===== config.mk =====
export PLATFORM = sky130hd
export DESIGN_NAME = cs_decode
export DESIGN_NICKNAME = d
export VERILOG_FILES = /design/src/logic/cs_decode_pkg.sv /design/src/logic/cs_decode.sv
export SDC_FILE = /design/constraint.sdc
export NUM_CORES = 1
export LEC_CHECK = 0
export BUFFER_PORTS_ARGS = -buffer_cell sky130_fd_sc_hd__buf_2
export CAP_MARGIN = 20
export CORE_ASPECT_RATIO = 0.6
export CORE_UTILIZATION = 51
export DETAILED_ROUTE_END_ITERATION = 12
export PLACE_DENSITY = 0.72
export SLEW_MARGIN = 10
export SYNTH_ARGS = -nofsm -noshare
export SYNTH_HDL_FRONTEND = slang
export SYNTH_SLANG_ARGS = --single-unit

===== constraint.sdc =====
create_clock -name ref_clk -period 8.6 [get_ports ref_clk]
set_input_delay 0.43 -clock ref_clk [delete_from_list [all_inputs] [get_ports ref_clk]]
set_output_delay 0.43 -clock ref_clk [all_outputs]
set_load 0.01 [all_outputs]

===== src/logic/cs_decode_pkg.sv =====
// Constants for the chip-select address and access-type decode block.
// Assumes a 32-bit AXI4-Lite register port and a 32-bit core address.
package cs_decode_pkg;

  // ---------------------------------------------------------------------------
  // Sizes
  // ---------------------------------------------------------------------------
  localparam int NUM_BANKS   = 8;
  localparam int INDIV_BANKS = 2;
  localparam int LAST_BANK   = 7;
  localparam int AXI_ADDR_W  = 12;

  // ---------------------------------------------------------------------------
  // Register indices; the byte address is four times the index
  // ---------------------------------------------------------------------------
  localparam logic [9:0] IDX_BANK0_BASE  = 10'h080;
  localparam logic [9:0] IDX_BANK0_MASK  = 10'h084;
  localparam logic [9:0] IDX_BANK1_BASE  = 10'h08C;
  localparam logic [9:0] IDX_BANK1_MASK  = 10'h090;
  localparam logic [9:0] IDX_SHARED_BASE = 10'h098;
  localparam logic [9:0] IDX_BANK2_QUAL  = 10'h09C;
  localparam logic [9:0] IDX_BANK3_QUAL  = 10'h0AA;
  localparam logic [9:0] IDX_BANK4_QUAL  = 10'h0B6;
  localparam logic [9:0] IDX_BANK5_QUAL  = 10'h0C2;
  localparam logic [9:0] IDX_BANK6_QUAL  = 10'h0CE;
  localparam logic [9:0] IDX_BANK7_QUAL  = 10'h0DA;

  // Internal select codes produced by the register decode.
  localparam logic [3:0] SEL_BANK0_BASE  = 4'h0;
  localparam logic [3:0] SEL_BANK1_BASE  = 4'h1;
  localparam logic [3:0] SEL_SHARED_BASE = 4'h2;
  localparam logic [3:0] SEL_MASK_FIRST  = 4'h3;
  localparam logic [3:0] SEL_NONE        = 4'hF;

  // ---------------------------------------------------------------------------
  // Mask and qualifier fields
  // ---------------------------------------------------------------------------
  localparam int BIT_VALID = 0;
  localparam int BIT_UD    = 1;
  localparam int BIT_UC    = 2;
  localparam int BIT_SD    = 3;
  localparam int BIT_SC    = 4;
  localparam int BIT_CI    = 5;
  localparam int BIT_AM    = 6;
  localparam int BIT_WP    = 8;
  localparam logic [15:0] QUAL_IMPL_CI    = 16'h017E;
  localparam logic [15:0] QUAL_IMPL_NO_CI = 16'h015E;
  localparam logic [7:0]  VALID_RESET     = 8'h00;

  // ---------------------------------------------------------------------------
  // Core address fields
  // ---------------------------------------------------------------------------
  localparam int ADDR_TOP      = 31;
  localparam int INDIV_LO      = 16;
  localparam int SHARED_LO     = 24;
  localparam int SLOT_HI       = 23;
  localparam int SLOT_LO       = 21;

  // ---------------------------------------------------------------------------
  // Bus answers
  // ---------------------------------------------------------------------------
  localparam logic [1:0] RESP_OKAY   = 2'h0;
  localparam logic [1:0] RESP_SLVERR = 2'h2;
  localparam logic [7:0] CS_IDLE     = 8'hFF;

endpackage


===== src/logic/cs_decode.sv =====
// Chip-select address and access-type decode with its register file.
// Assumes the core cycle inputs come from logic on ref_clk, held for the
// whole external bus cycle, and an AXI4-Lite master on the register port.
`timescale 1ns/1ns
`default_nettype none

// Notes on behaviour
// - Individual bank bases are 16-bit read/write.
// - Banks 0,1 compare base with address 31:16.
// - Shared 8-bit base compares address 31:24.
// - Address 23:21 picks the shared-group bank.
// - Base registers are not reset.
// - Mask registers 32-bit; only valid bit resets.
// - Bank 0,1 masks give address masking; all masks give access qualifiers.
// - Mask bit one makes address bit don't-care.
// - Block size follows set mask bits; shared 2MB.
// - Set space qualifier gives plain cycle, no select.
// - Write protect blocks writes, reads still select.
// - Alternate master with qualifier clear ignores spaces.
// - Supervisor/user code/data qualifiers block their spaces.
// - CPU-space qualifier only on banks 0,1,7.
// - Banks 2-6 lack the CPU-space qualifier bit.
// - Banks 2-6 never select on CPU-space cycles.
// - No select before valid; boot bank global.
module cs_decode
  import cs_decode_pkg::*;
(
  input  wire logic                  ref_clk,
  input  wire logic                  rst_n,
  input  wire logic                  clkEn,
  input  wire logic [AXI_ADDR_W-1:0] awaddr,
  input  wire logic                  awvalid,
  output logic                       awready,
  input  wire logic [31:0]           wdata,
  input  wire logic [3:0]            wstrb,
  input  wire logic                  wvalid,
  output logic                       wready,
  output logic [1:0]                 bresp,
  output logic                       bvalid,
  input  wire logic                  bready,
  input  wire logic [AXI_ADDR_W-1:0] araddr,
  input  wire logic                  arvalid,
  output logic                       arready,
  output logic [31:0]                rdata,
  output logic [1:0]                 rresp,
  output logic                       rvalid,
  input  wire logic                  rready,
  input  wire logic [31:0]           coreAddr,
  input  wire logic                  cycleActive,
  input  wire logic                  cycleWrite,
  input  wire logic                  cycleSuper,
  input  wire logic                  cycleCode,
  input  wire logic                  cycleCpuSpace,
  input  wire logic                  cycleAltMaster,
  output logic [NUM_BANKS-1:0]       chipSelect_n,
  output logic                       plainCycle,
  output logic                       bootGlobal
);

  // ---------------------------------------------------------------------------
  // Register storage
  // ---------------------------------------------------------------------------
  logic [15:0]          indivBase     [0:INDIV_BANKS-1];
  logic [15:0]          indivDontCare [0:INDIV_BANKS-1];
  logic [7:0]           sharedBase;
  logic [15:0]          qual          [0:NUM_BANKS-1];
  logic [NUM_BANKS-1:0] bankValid;

  // ---------------------------------------------------------------------------
  // Helpers
  // ---------------------------------------------------------------------------
  function automatic logic [3:0] decodeReg(input logic [AXI_ADDR_W-1:0] a);
    logic [9:0] idx;
    idx = a[AXI_ADDR_W-1:2];
    if (a[1:0] != 2'h0) begin
      decodeReg = SEL_NONE;
    end else if (idx == IDX_BANK0_BASE) begin
      decodeReg = SEL_BANK0_BASE;
    end else if (idx == IDX_BANK1_BASE) begin
      decodeReg = SEL_BANK1_BASE;
    end else if (idx == IDX_SHARED_BASE) begin
      decodeReg = SEL_SHARED_BASE;
    end else if (idx == IDX_BANK0_MASK) begin
      decodeReg = SEL_MASK_FIRST;
    end else if (idx == IDX_BANK1_MASK) begin
      decodeReg = SEL_MASK_FIRST + 4'h1;
    end else if (idx == IDX_BANK2_QUAL) begin
      decodeReg = SEL_MASK_FIRST + 4'h2;
    end else if (idx == IDX_BANK3_QUAL) begin
      decodeReg = SEL_MASK_FIRST + 4'h3;
    end else if (idx == IDX_BANK4_QUAL) begin
      decodeReg = SEL_MASK_FIRST + 4'h4;
    end else if (idx == IDX_BANK5_QUAL) begin
      decodeReg = SEL_MASK_FIRST + 4'h5;
    end else if (idx == IDX_BANK6_QUAL) begin
      decodeReg = SEL_MASK_FIRST + 4'h6;
    end else if (idx == IDX_BANK7_QUAL) begin
      decodeReg = SEL_MASK_FIRST + 4'h7;
    end else begin
      decodeReg = SEL_NONE;
    end
  endfunction

  function automatic logic [31:0] mergeLanes(input logic [31:0] oldVal,
                                             input logic [31:0] newVal,
                                             input logic [3:0]  strb);
    logic [31:0] res;
    res = oldVal;
    for (int b = 0; b < 4; b++) begin
      if (strb[b]) begin
        res[b*8 +: 8] = newVal[b*8 +: 8];
      end
    end
    mergeLanes = res;
  endfunction

  // Full 32-bit view of each mask register; reserved bits read as zero.
  function automatic logic [31:0] maskView(input int bank);
    logic [15:0] hi;
    logic [15:0] impl;
    hi   = (bank < INDIV_BANKS) ? indivDontCare[bank] : 16'h0000;
    impl = (bank < INDIV_BANKS || bank == LAST_BANK) ? QUAL_IMPL_CI
                                                     : QUAL_IMPL_NO_CI;
    maskView = {hi, (qual[bank] & impl) | {15'h0000, bankValid[bank]}};
  endfunction

  // ---------------------------------------------------------------------------
  // AXI4-Lite write channel
  // ---------------------------------------------------------------------------
  logic                  awHeld;
  logic                  wHeld;
  logic [AXI_ADDR_W-1:0] awAddrQ;
  logic [31:0]           wDataQ;
  logic [3:0]            wStrbQ;
  logic                  doWrite;
  logic [3:0]            wSel;
  logic [31:0]           wOld;
  logic [31:0]           wNew;
  logic [2:0]            wBank;

  assign awready = ~awHeld & ~bvalid;
  assign wready  = ~wHeld & ~bvalid;
  assign doWrite = clkEn & awHeld & wHeld & ~bvalid;
  assign wSel    = decodeReg(awAddrQ);
  assign wBank   = 3'(wSel - SEL_MASK_FIRST);

  always_comb begin
    wOld = 32'h0000_0000;
    if (wSel == SEL_BANK0_BASE) begin
      wOld = {16'h0000, indivBase[0]};
    end else if (wSel == SEL_BANK1_BASE) begin
      wOld = {16'h0000, indivBase[1]};
    end else if (wSel == SEL_SHARED_BASE) begin
      wOld = {24'h000000, sharedBase};
    end else if (wSel != SEL_NONE) begin
      wOld = maskView(int'(wBank));
    end
    wNew = mergeLanes(wOld, wDataQ, wStrbQ);
  end

  // Address and data are taken in either order and held until both are here.
  always_ff @(posedge ref_clk or negedge rst_n) begin
    if (!rst_n) begin
      awHeld <= 1'b0;
      wHeld  <= 1'b0;
      bvalid <= 1'b0;
      bresp  <= RESP_OKAY;
    end else if (clkEn) begin
      if (awvalid && awready) begin
        awHeld <= 1'b1;
      end
      if (wvalid && wready) begin
        wHeld <= 1'b1;
      end
      if (doWrite) begin
        awHeld <= 1'b0;
        wHeld  <= 1'b0;
        bvalid <= 1'b1;
        bresp  <= (wSel == SEL_NONE) ? RESP_SLVERR : RESP_OKAY;
      end else if (bvalid && bready) begin
        bvalid <= 1'b0;
      end
    end
  end

  // Payload capture carries no reset; it is only read once its flag is set.
  always_ff @(posedge ref_clk) begin
    if (clkEn && awvalid && awready) begin
      awAddrQ <= awaddr;
    end
    if (clkEn && wvalid && wready) begin
      wDataQ <= wdata;
      wStrbQ <= wstrb;
    end
  end

  // ---------------------------------------------------------------------------
  // Base and mask registers
  // ---------------------------------------------------------------------------
  // Bases and mask fields hold whatever they power up with until written.
  always_ff @(posedge ref_clk) begin
    if (doWrite) begin
      if (wSel == SEL_BANK0_BASE) begin
        indivBase[0] <= wNew[15:0];
      end else if (wSel == SEL_BANK1_BASE) begin
        indivBase[1] <= wNew[15:0];
      end else if (wSel == SEL_SHARED_BASE) begin
        sharedBase <= wNew[7:0];
      end else if (wSel == SEL_MASK_FIRST) begin
        indivDontCare[0] <= wNew[31:16];
      end else if (wSel == SEL_MASK_FIRST + 4'h1) begin
        indivDontCare[1] <= wNew[31:16];
      end
    end
  end

  generate
    for (genvar g = 0; g < NUM_BANKS; g++) begin : gQual
      always_ff @(posedge ref_clk) begin
        if (doWrite && wSel != SEL_NONE && wSel >= SEL_MASK_FIRST &&
            wBank == 3'(g)) begin
          qual[g] <= wNew[15:0];
        end
      end
    end
  endgenerate

  // Only the valid flags and the boot state come out of reset defined.
  always_ff @(posedge ref_clk or negedge rst_n) begin
    if (!rst_n) begin
      bankValid  <= VALID_RESET;
      bootGlobal <= 1'b1;
    end else if (doWrite && wSel != SEL_NONE && wSel >= SEL_MASK_FIRST) begin
      bankValid[wBank] <= wNew[BIT_VALID];
      // Once the boot bank is validated only a reset brings global mode back.
      if (wBank == 3'h0 && wNew[BIT_VALID]) begin
        bootGlobal <= 1'b0;
      end
    end
  end

  // ---------------------------------------------------------------------------
  // AXI4-Lite read channel
  // ---------------------------------------------------------------------------
  logic [3:0]  rSel;
  logic [31:0] rView;

  assign arready = ~rvalid;
  assign rSel    = decodeReg(araddr);

  always_comb begin
    rView = 32'h0000_0000;
    if (rSel == SEL_BANK0_BASE) begin
      rView = {16'h0000, indivBase[0]};
    end else if (rSel == SEL_BANK1_BASE) begin
      rView = {16'h0000, indivBase[1]};
    end else if (rSel == SEL_SHARED_BASE) begin
      rView = {24'h000000, sharedBase};
    end else if (rSel != SEL_NONE) begin
      rView = maskView(int'(3'(rSel - SEL_MASK_FIRST)));
    end
  end

  always_ff @(posedge ref_clk or negedge rst_n) begin
    if (!rst_n) begin
      rvalid <= 1'b0;
      rdata  <= 32'h0000_0000;
      rresp  <= RESP_OKAY;
    end else if (clkEn) begin
      if (arvalid && arready) begin
        rvalid <= 1'b1;
        rdata  <= rView;
        rresp  <= (rSel == SEL_NONE) ? RESP_SLVERR : RESP_OKAY;
      end else if (rvalid && rready) begin
        rvalid <= 1'b0;
      end
    end
  end

  // ---------------------------------------------------------------------------
  // Address compare and access qualification per bank
  // ---------------------------------------------------------------------------
  logic [NUM_BANKS-1:0] bankHit;

  generate
    for (genvar g = 0; g < NUM_BANKS; g++) begin : gBank
      logic addrHit;
      logic spaceBit;
      logic cpuBlock;
      logic blocked;

      if (g < INDIV_BANKS) begin : gIndiv
        // Each set don't-care bit doubles the 64K block.
        assign addrHit = ((coreAddr[ADDR_TOP:INDIV_LO] ^ indivBase[g]) &
                          ~indivDontCare[g]) == 16'h0000;
      end else begin : gShared
        // Bank 7 sees acknowledge cycles only with a shared base of all ones.
        assign addrHit = (coreAddr[ADDR_TOP:SHARED_LO] == sharedBase) &&
                         (coreAddr[SLOT_HI:SLOT_LO] == 3'(g));
      end

      if (g < INDIV_BANKS || g == LAST_BANK) begin : gCpuQual
        assign cpuBlock = qual[g][BIT_CI];
      end else begin : gNoCpuQual
        assign cpuBlock = 1'b1;
      end

      assign spaceBit = cycleSuper ?
                        (cycleCode ? qual[g][BIT_SC] : qual[g][BIT_SD]) :
                        (cycleCode ? qual[g][BIT_UC] : qual[g][BIT_UD]);

      assign blocked =
        (cycleWrite & qual[g][BIT_WP]) |
        (cycleAltMaster & qual[g][BIT_AM]) |
        (cycleCpuSpace ? cpuBlock :
          (~(cycleAltMaster & ~qual[g][BIT_AM]) & spaceBit));

      assign bankHit[g] = addrHit & ~blocked & bankValid[g];
    end
  endgenerate

  // ---------------------------------------------------------------------------
  // Select output
  // ---------------------------------------------------------------------------
  logic [NUM_BANKS-1:0] pick;

  // Overlapping banks are the user's fault; the lowest bank wins so that
  // the pins never show two selects at once.
  always_comb begin
    if (bootGlobal) begin
      pick = NUM_BANKS'(1);
    end else begin
      pick = bankHit & NUM_BANKS'(~bankHit + NUM_BANKS'(1));
    end
  end

  always_ff @(posedge ref_clk or negedge rst_n) begin
    if (!rst_n) begin
      chipSelect_n <= CS_IDLE;
      plainCycle   <= 1'b0;
    end else if (clkEn) begin
      chipSelect_n <= cycleActive ? ~pick : CS_IDLE;
      plainCycle   <= cycleActive && (pick == '0);
    end
  end

endmodule // cs_decode

`default_nettype wire


Yosys cells after proc, flatten, opt, wreduce, memory -nomap -nowiden
Memory sizes are Yosys's and may differ from the RTL's. Cells that the tools add are included.

Flip-flop bits (word level): 114. RAM bits: 192. Input port bits: 106. Output and inout port bits: 51. Logic and storage cells: 401. Memories kept: 3.

Add/sub/neg operators: 3. Magnitude comparators: 7. Eq/ne operators: 48. Multiplexer cells: 154. Bitwise operators: 112. Reductions and logical operators: 59.

Memories: qual (depth 8, bits a word 16, read ports 10, clocked after memory_dff 0, write ports 1, line cs_decode.sv:66) `logic [15:0] qual [0:NUM_BANKS-1];`; indivBase (depth 2, bits a word 16, read ports 2, clocked after memory_dff 0, write ports 1, line cs_decode.sv:63) `logic [15:0] indivBase [0:INDIV_BANKS-1];`; indivDontCare (depth 2, bits a word 16, read ports 4, clocked after memory_dff 0, write ports 1, line cs_decode.sv:64) `logic [15:0] indivDontCare [0:INDIV_BANKS-1];`.

Operator list (count): $mux 32 (8); $eq 10x8->1 const B (22); $mux 16 (11); $reduce_or 16->1 (9); $mux 1 (90); $mux 4 (18); $and 1x1->1 (53); $mux 8 (6); $mux 3 (13); $and 16x16->16 (2); $and 16x9->16 (2); $logic_not 16->1 (2); $not 16->16 (2); $or 16x1->16 (2); $xor 16x16->16 (2); $not 1->1 (30); $logic_and 1x1->1 (28); $eq 3x3->1 const B (8); $not 8->8 (2); $or 1x1->1 (16); $reduce_and 2->1 (7); $eq 3x2->1 const B (4); $eq 4x2->1 const B (3); $lt 3x4->1 const B (3); other kinds (23) (40).

Depth between registers and ports, before layout
Depth after elaboration: 31. Depth in mapped cells: 16. Mapped depth without buffers: 13.

Least setup slack after synthesis
OpenSTA, ideal clock, no wires.

Kind: input to register. Start: in clkEn. End: reg wDataQ[0] (enable). Setup time: 0.535 ns. Arrival: 4.338 ns. Setup slack: 3.727 ns. Stages: 2. Buffers on the path: 0. Cell sequence: inv_2 -> nor4b_1.

Word-level cells in the longest chain between the ends: 2.

Ends and longest elaborated chain: start: declaration (line cs_decode.sv:30) `input wire logic clkEn,`; $logic_and 1x1->1 (2 in series) (line cs_decode.sv:191) `if (clkEn && wvalid && wready) begin`; end signal: assignment (line cs_decode.sv:192) `wDataQ <= wdata;`; end: declaration (line cs_decode.sv:133) `logic [31:0] wDataQ;`.

No other way between the ends. A chain may end at the register's enable or synchronous reset.

Worst setup path in the final report
Start: reg awAddrQ[11]. End: mem qual[6][2], data pin.

Word-level cells in the longest chain between the ends: 29. Elaborated cells between the ends (all ways): 76. Those cells by class: 1 x add/sub; 1 x order compare; 20 x eq/ne; 36 x mux; 2 x bitwise; 15 x reduce/logical; 1 x memory.

Ends and longest elaborated chain: start: declaration (line cs_decode.sv:132) `logic [AXI_ADDR_W-1:0] awAddrQ;`; start signal: assignment (line cs_decode.sv:189) `awAddrQ <= awaddr;`; $eq 10x8->1 (line cs_decode.sv:97) `end else if (idx == IDX_BANK7_QUAL) begin`; $mux 3 (line cs_decode.sv:97); $mux 3 (line cs_decode.sv:95) `end else if (idx == IDX_BANK6_QUAL) begin`; $mux 3 (line cs_decode.sv:93) `end else if (idx == IDX_BANK5_QUAL) begin`; $mux 4 (line cs_decode.sv:91) `end else if (idx == IDX_BANK4_QUAL) begin`; $mux 4 (line cs_decode.sv:89) `end else if (idx == IDX_BANK3_QUAL) begin`; $mux 4 (line cs_decode.sv:87) `end else if (idx == IDX_BANK2_QUAL) begin`; $mux 4 (line cs_decode.sv:85) `end else if (idx == IDX_BANK1_MASK) begin`; [9 not listed]; $mux 32 (line cs_decode.sv:155) `end else if (wSel != SEL_NONE) begin`; $mux 32 (line cs_decode.sv:153) `end else if (wSel == SEL_SHARED_BASE) begin`; $mux 32 (line cs_decode.sv:151) `end else if (wSel == SEL_BANK1_BASE) begin`; $mux 32 (*) (line cs_decode.sv:149) `if (wSel == SEL_BANK0_BASE) begin`; $mux 8 (*) (line cs_decode.sv:110) `if (strb[b]) begin`; named net wNew[2] (line cs_decode.sv:138) `logic [31:0] wNew;`; $mux 16 (no line) (6 in series); $mux 16 (no line) (*); end: declaration (line cs_decode.sv:66).

The timed path passes the listed nets; every way through them passes the cells marked *.

==> impl_table.tex <==
\begin{tabular}{lr}
\hline
Metric & Value \\
\hline
\multicolumn{2}{l}{\textbf{Timing}} \\
\quad Number of slew-limit violations in the final report & 0 \\
\quad Worst Setup Slack, final & 3.26 ns \\
\quad Worst Max-Slew Pin Slew & 0.966 ns \\
\quad Slew headroom & 35.4\% \\
\quad Total negative slack for setup checks & 0 ns \\
\quad Worst hold slack after final layout & 0.0497 ns \\
\quad Number of endpoints with negative hold slack in the final report & 0 \\
\quad Setup violation total in the final timing report & 0 \\
\quad Final Critical Period & 5.34 ns \\
\quad Highest achievable clock rate & 0.187 GHz \\
\quad Final Skew & 0.0120 ns \\
\quad Unrepaired setup endpoints after global routing & no \\
\quad Tcrit/Tclk final & 62.1\% \\
\multicolumn{2}{l}{\textbf{Placed design}} \\
\quad Area after detailed placement & 13300 sq um \\
\quad Final weighted congestion in routability-driven placement & 0.964 \\
\quad Hpwl dp & 28800 microns \\
\quad Post-placement setup slack & 3.18 ns \\
\quad Port bufs & 138 \\
\multicolumn{2}{l}{\textbf{Clocking}} \\
\quad Post-CTS Setup Inserts & 0 \\
\quad Worst skew pair latency & 0.54 ns \\
\quad Clk pin slew, worst setup/hold paths & 0.07 ns \\
\quad CTS buffer count & 24 \\
\quad CTS tree & built \\
\quad CTS root buf & sky130\_fd\_sc\_hd\_\_clkbuf\_16 \\
\quad Post-cts hold buffer count & 0 \\
\quad Resize count post-CTS & 0 \\
\quad Buffer levels on the longest clock path & 3 \\
\quad Deepest level of the CTS H-tree & 1 \\
\quad Clk sinks & 232 \\
\multicolumn{2}{l}{\textbf{Run}} \\
\quad Number of maximum-capacitance constraint violations & 0 \\
\multicolumn{2}{l}{\textbf{Global routing}} \\
\quad Pin count of the biggest net entering global routing & 57 \\
\quad Global-route wire length before repair & 56700 microns \\
\quad Global-route usage over all layers & 31.1\% \\
\quad Number of antenna violations at the first check in global routing & 1 \\
\quad Global route overflow & 0 \\
\quad Vias in the first global route & 8995 \\
\multicolumn{2}{l}{\textbf{Floorplan}} \\
\quad Area of the core region & 23400 sq um \\
\quad Overall die area & 24800 sq um \\
\quad Die H & 122 microns \\
\quad Effective utilization at floorplan & 52.7\% \\
\quad Count of pins on the block boundary & 157 \\
\quad DIE WIDTH & 203 microns \\
\quad Num rows & 43 \\
\multicolumn{2}{l}{\textbf{Routing}} \\
\quad Count of antenna-violating nets left after detailed routing & 0 \\
\quad First-pass iteration count of the detailed router & 8 \\
\quad Number of DRC violations after detailed-routing iteration 0 & 1414 \\
\quad Routed WL per cell & 25.3 microns \\
\quad Via count of the routed design & 10.1k \\
\quad Residual DRC & 0 \\
\quad Via density & 6.61 \\
\quad Final routed wirelength across all metal layers & 38500 microns \\
\multicolumn{2}{l}{\textbf{Synth}} \\
\quad Post-synthesis instance area & 12300 sq um \\
\quad Seq cells post-synth & 232 \\
\quad Cell type with the highest aggregate area in the netlist & sky130\_fd\_sc\_hd\_\_edfxtp\_1 \\
\quad Synth unique cells & 87 \\
\quad Synthesized netlist cell count & 1066 \\
\quad Async SR Flop Fraction & 24.1\% \\
\quad Yosys synthesis warning count & 0 \\
\quad Number of enable flip-flop cells after synthesis & 176 \\
\quad Leading cell types by total area after synthesis & sky130\_fd\_sc\_hd\_\_edfxtp\_1 43\%, sky130\_fd\_sc\_hd\_\_dfrtp\_1 9.5\%, sky130\_fd\_sc\_hd\_\_mux2i\_1 5.0\%, sky130\_fd\_sc\_hd\_\_mux4\_2 3.8\%, sky130\_fd\_sc\_hd\_\_nand2\_1 3.3\% \\
\quad Portion of the post-synthesis area used by sequential elements & 54.3\% \\
\quad Post-synthesis area per instance & 11.6 sq um \\
\quad Most used flip-flop cell after synthesis & sky130\_fd\_sc\_hd\_\_edfxtp\_1 \\
\quad Area fraction of the dominant cell type after synthesis & 42.9\% \\
\multicolumn{2}{l}{\textbf{Final layout}} \\
\quad Number of filler cells placed in the layout & 1906 \\
\quad Layout overhead on the synthesized area & 14.4\% \\
\quad Highest-count cells in the layout ignoring fill and taps & 176 x sky130\_fd\_sc\_hd\_\_edfxtp\_1, 138 x sky130\_fd\_sc\_hd\_\_buf\_2, 107 x sky130\_fd\_sc\_hd\_\_nand2\_1 \\
\quad Most common cell after layout, fill and taps aside & sky130\_fd\_sc\_hd\_\_edfxtp\_1 \\
\quad Share of cells above drive strength 1 & 20.7\% \\
\quad Layout Cell Area excl Fill & 14100 sq um \\
\quad Final layout net count & 1309 \\
\multicolumn{2}{l}{\textbf{Setup path}} \\
\quad Max stage delay on crit path & 0.78 ns \\
\quad Nature of the critical path startpoint & flop \\
\quad Type of the worst setup path & flop to flop \\
\quad Cells along the critical path & nor4b\_1 > nand2\_1 > or3\_1 > ha\_1 > buf\_4 > inv\_1 > nand3\_1 > nand2\_1 > mux4\_2 > nor3b\_1 > or3\_1 \\
\quad Setup crit end kind & flop \\
\quad Arrival time of data at the critical path endpoint & 5.55 ns \\
\quad Sum of buffers and inverters on the critical path & 2 \\
\quad Crit-path max FO & 25 \\
\quad Cell family contributing the most delay on the critical path & simple AND/OR/NAND/NOR gates \\
\quad Slowest stage cell, crit path & sky130\_fd\_sc\_hd\_\_nor4b\_1 \\
\quad Required @ worst endpoint & 8.80 ns \\
\multicolumn{2}{l}{\textbf{Pwr}} \\
\quad VDD IR max & 0.159 mV \\
\quad PwrDens & 187 nW/um\^{}2 \\
\quad Leakage power of the design & 5.11 nW \\
\multicolumn{2}{l}{\textbf{Status}} \\
\quad Outcome & finished, final reports clean \\
\multicolumn{2}{l}{\textbf{Hold path}} \\
\quad Class of the tightest hold or removal check & input port to asynchronous set/reset pin \\
\hline
\end{tabular}
-- through the flow --
step                total power, W  util (%)  cells
finish                     0.00264      60.3   1526
global route               0.00271      60.3   1526
CTS                        0.00264      60.2   1525
detailed placement         0.00159      56.9   1481
global placement           0.00158      56.9   1481
floorplan                  0.00147         -   1067
-- state kept, by name, indices dropped and copies added (netlist names), 4 cells and up --
| register | flops |
|---|---|
| chipSelect_n | 8 |
| qual | 56 |
| bankValid | 8 |
| rdata | 32 |
| indivDontCare | 32 |
| wStrbQ | 4 |
| sharedBase | 8 |
| indivBase | 32 |
| wDataQ | 32 |
| awAddrQ | 12 |
-- cells in the mapped netlist, types with 12 or more instances --
cell type	n
sky130_fd_sc_hd__inv_1	18
sky130_fd_sc_hd__and3_1	12
sky130_fd_sc_hd__nor2b_1	13
sky130_fd_sc_hd__a21oi_1	42
sky130_fd_sc_hd__dfrtp_1	47
sky130_fd_sc_hd__mux2i_1	62
sky130_fd_sc_hd__edfxtp_1	176
sky130_fd_sc_hd__nand3_1	31
sky130_fd_sc_hd__o21ai_1	57
sky130_fd_sc_hd__xnor2_1	41
sky130_fd_sc_hd__nand2_1	107
sky130_fd_sc_hd__mux4_2	21
sky130_fd_sc_hd__clkbuf_1	45
sky130_fd_sc_hd__o22ai_1	16
sky130_fd_sc_hd__nor2_1	75
sky130_fd_sc_hd__nor3_1	26
sky130_fd_sc_hd__a22oi_1	39
sky130_fd_sc_hd__a221oi_1	12
-- layer usage --
layer / vias up / part of all wire [%] / track usage [%] / wire (microns)
met3: 53 / 16 / 14.0 / 6290
met4: 0 / 1.6 / 5.64 / 614
met2: 742 / 38 / 38.9 / 14500
met5: - / 0 / 0 / 0
met1: 4914 / 44 / 48.4 / 17100
li1: 4385 / - / - / -
-- worst reg2reg max path, delay by kind of cell (launching register included) --
family        cells  cell delay, ns
simple gates      7            3.30
buf+inv           2            0.69
mux               1            0.41
flops             1            0.38
fa+ha+maj         1            0.23
-- cells by family after synthesis --
family,after synthesis,synth area share [%]
DFF,232,54.3
xor gates and xnor gates,44,3.13
and+or+nand+nor,338,13.6
muxes,88,9.36
AOI/OAI and AO/OA,272,15.4
adders and majority gates,11,1.12
other,1,0.0304
buffers and inverters,80,3.01
-- final cells by class --
class,instances,area (sq um),area share (%)
multi-input cells,755,5310,37.6
flip-flops and latches,232,6700,47.5
well taps,315,394,2.80
inverters,22,82.6,0.586
clock buffers,33,634,4.50
clock inverters,11,150,1.06
diodes,1,2.50,0.0177
repair buffers,157,833,5.91
-- worst paths after layout --
path | from | to | slack (ns) | depth (start not counted)
worst max-delay path | awAddrQ[11] | qual[6][2] | 3.26 | 11
worst min-delay path | rst_n | bankValid[1] | 0.05 | 2
min in group ref_clk | awaddr[6] | awAddrQ[6] | 0.06 | 1
worst max register to register | awAddrQ[11] | qual[6][2] | 3.26 | 11
worst min register to register | rdata[19] | rdata[19] | 0.48 | 2
max in group asynchronous | rst_n | rdata[14] | 8.02 | 2
-- power by group --
group | total [W] | switching [W] | leakage [nW] | internal [W]
registers | 0.00132 | 0.0000439 | 2.31 | 0.00127
logic | 0.000255 | 0.000164 | 2.43 | 0.0000906
clock network | 0.00107 | 0.000453 | 0.375 | 0.000612
total | 0.00264 | 0.000662 | 5.11 | 0.00197
(Power assumes the default switching activity.)
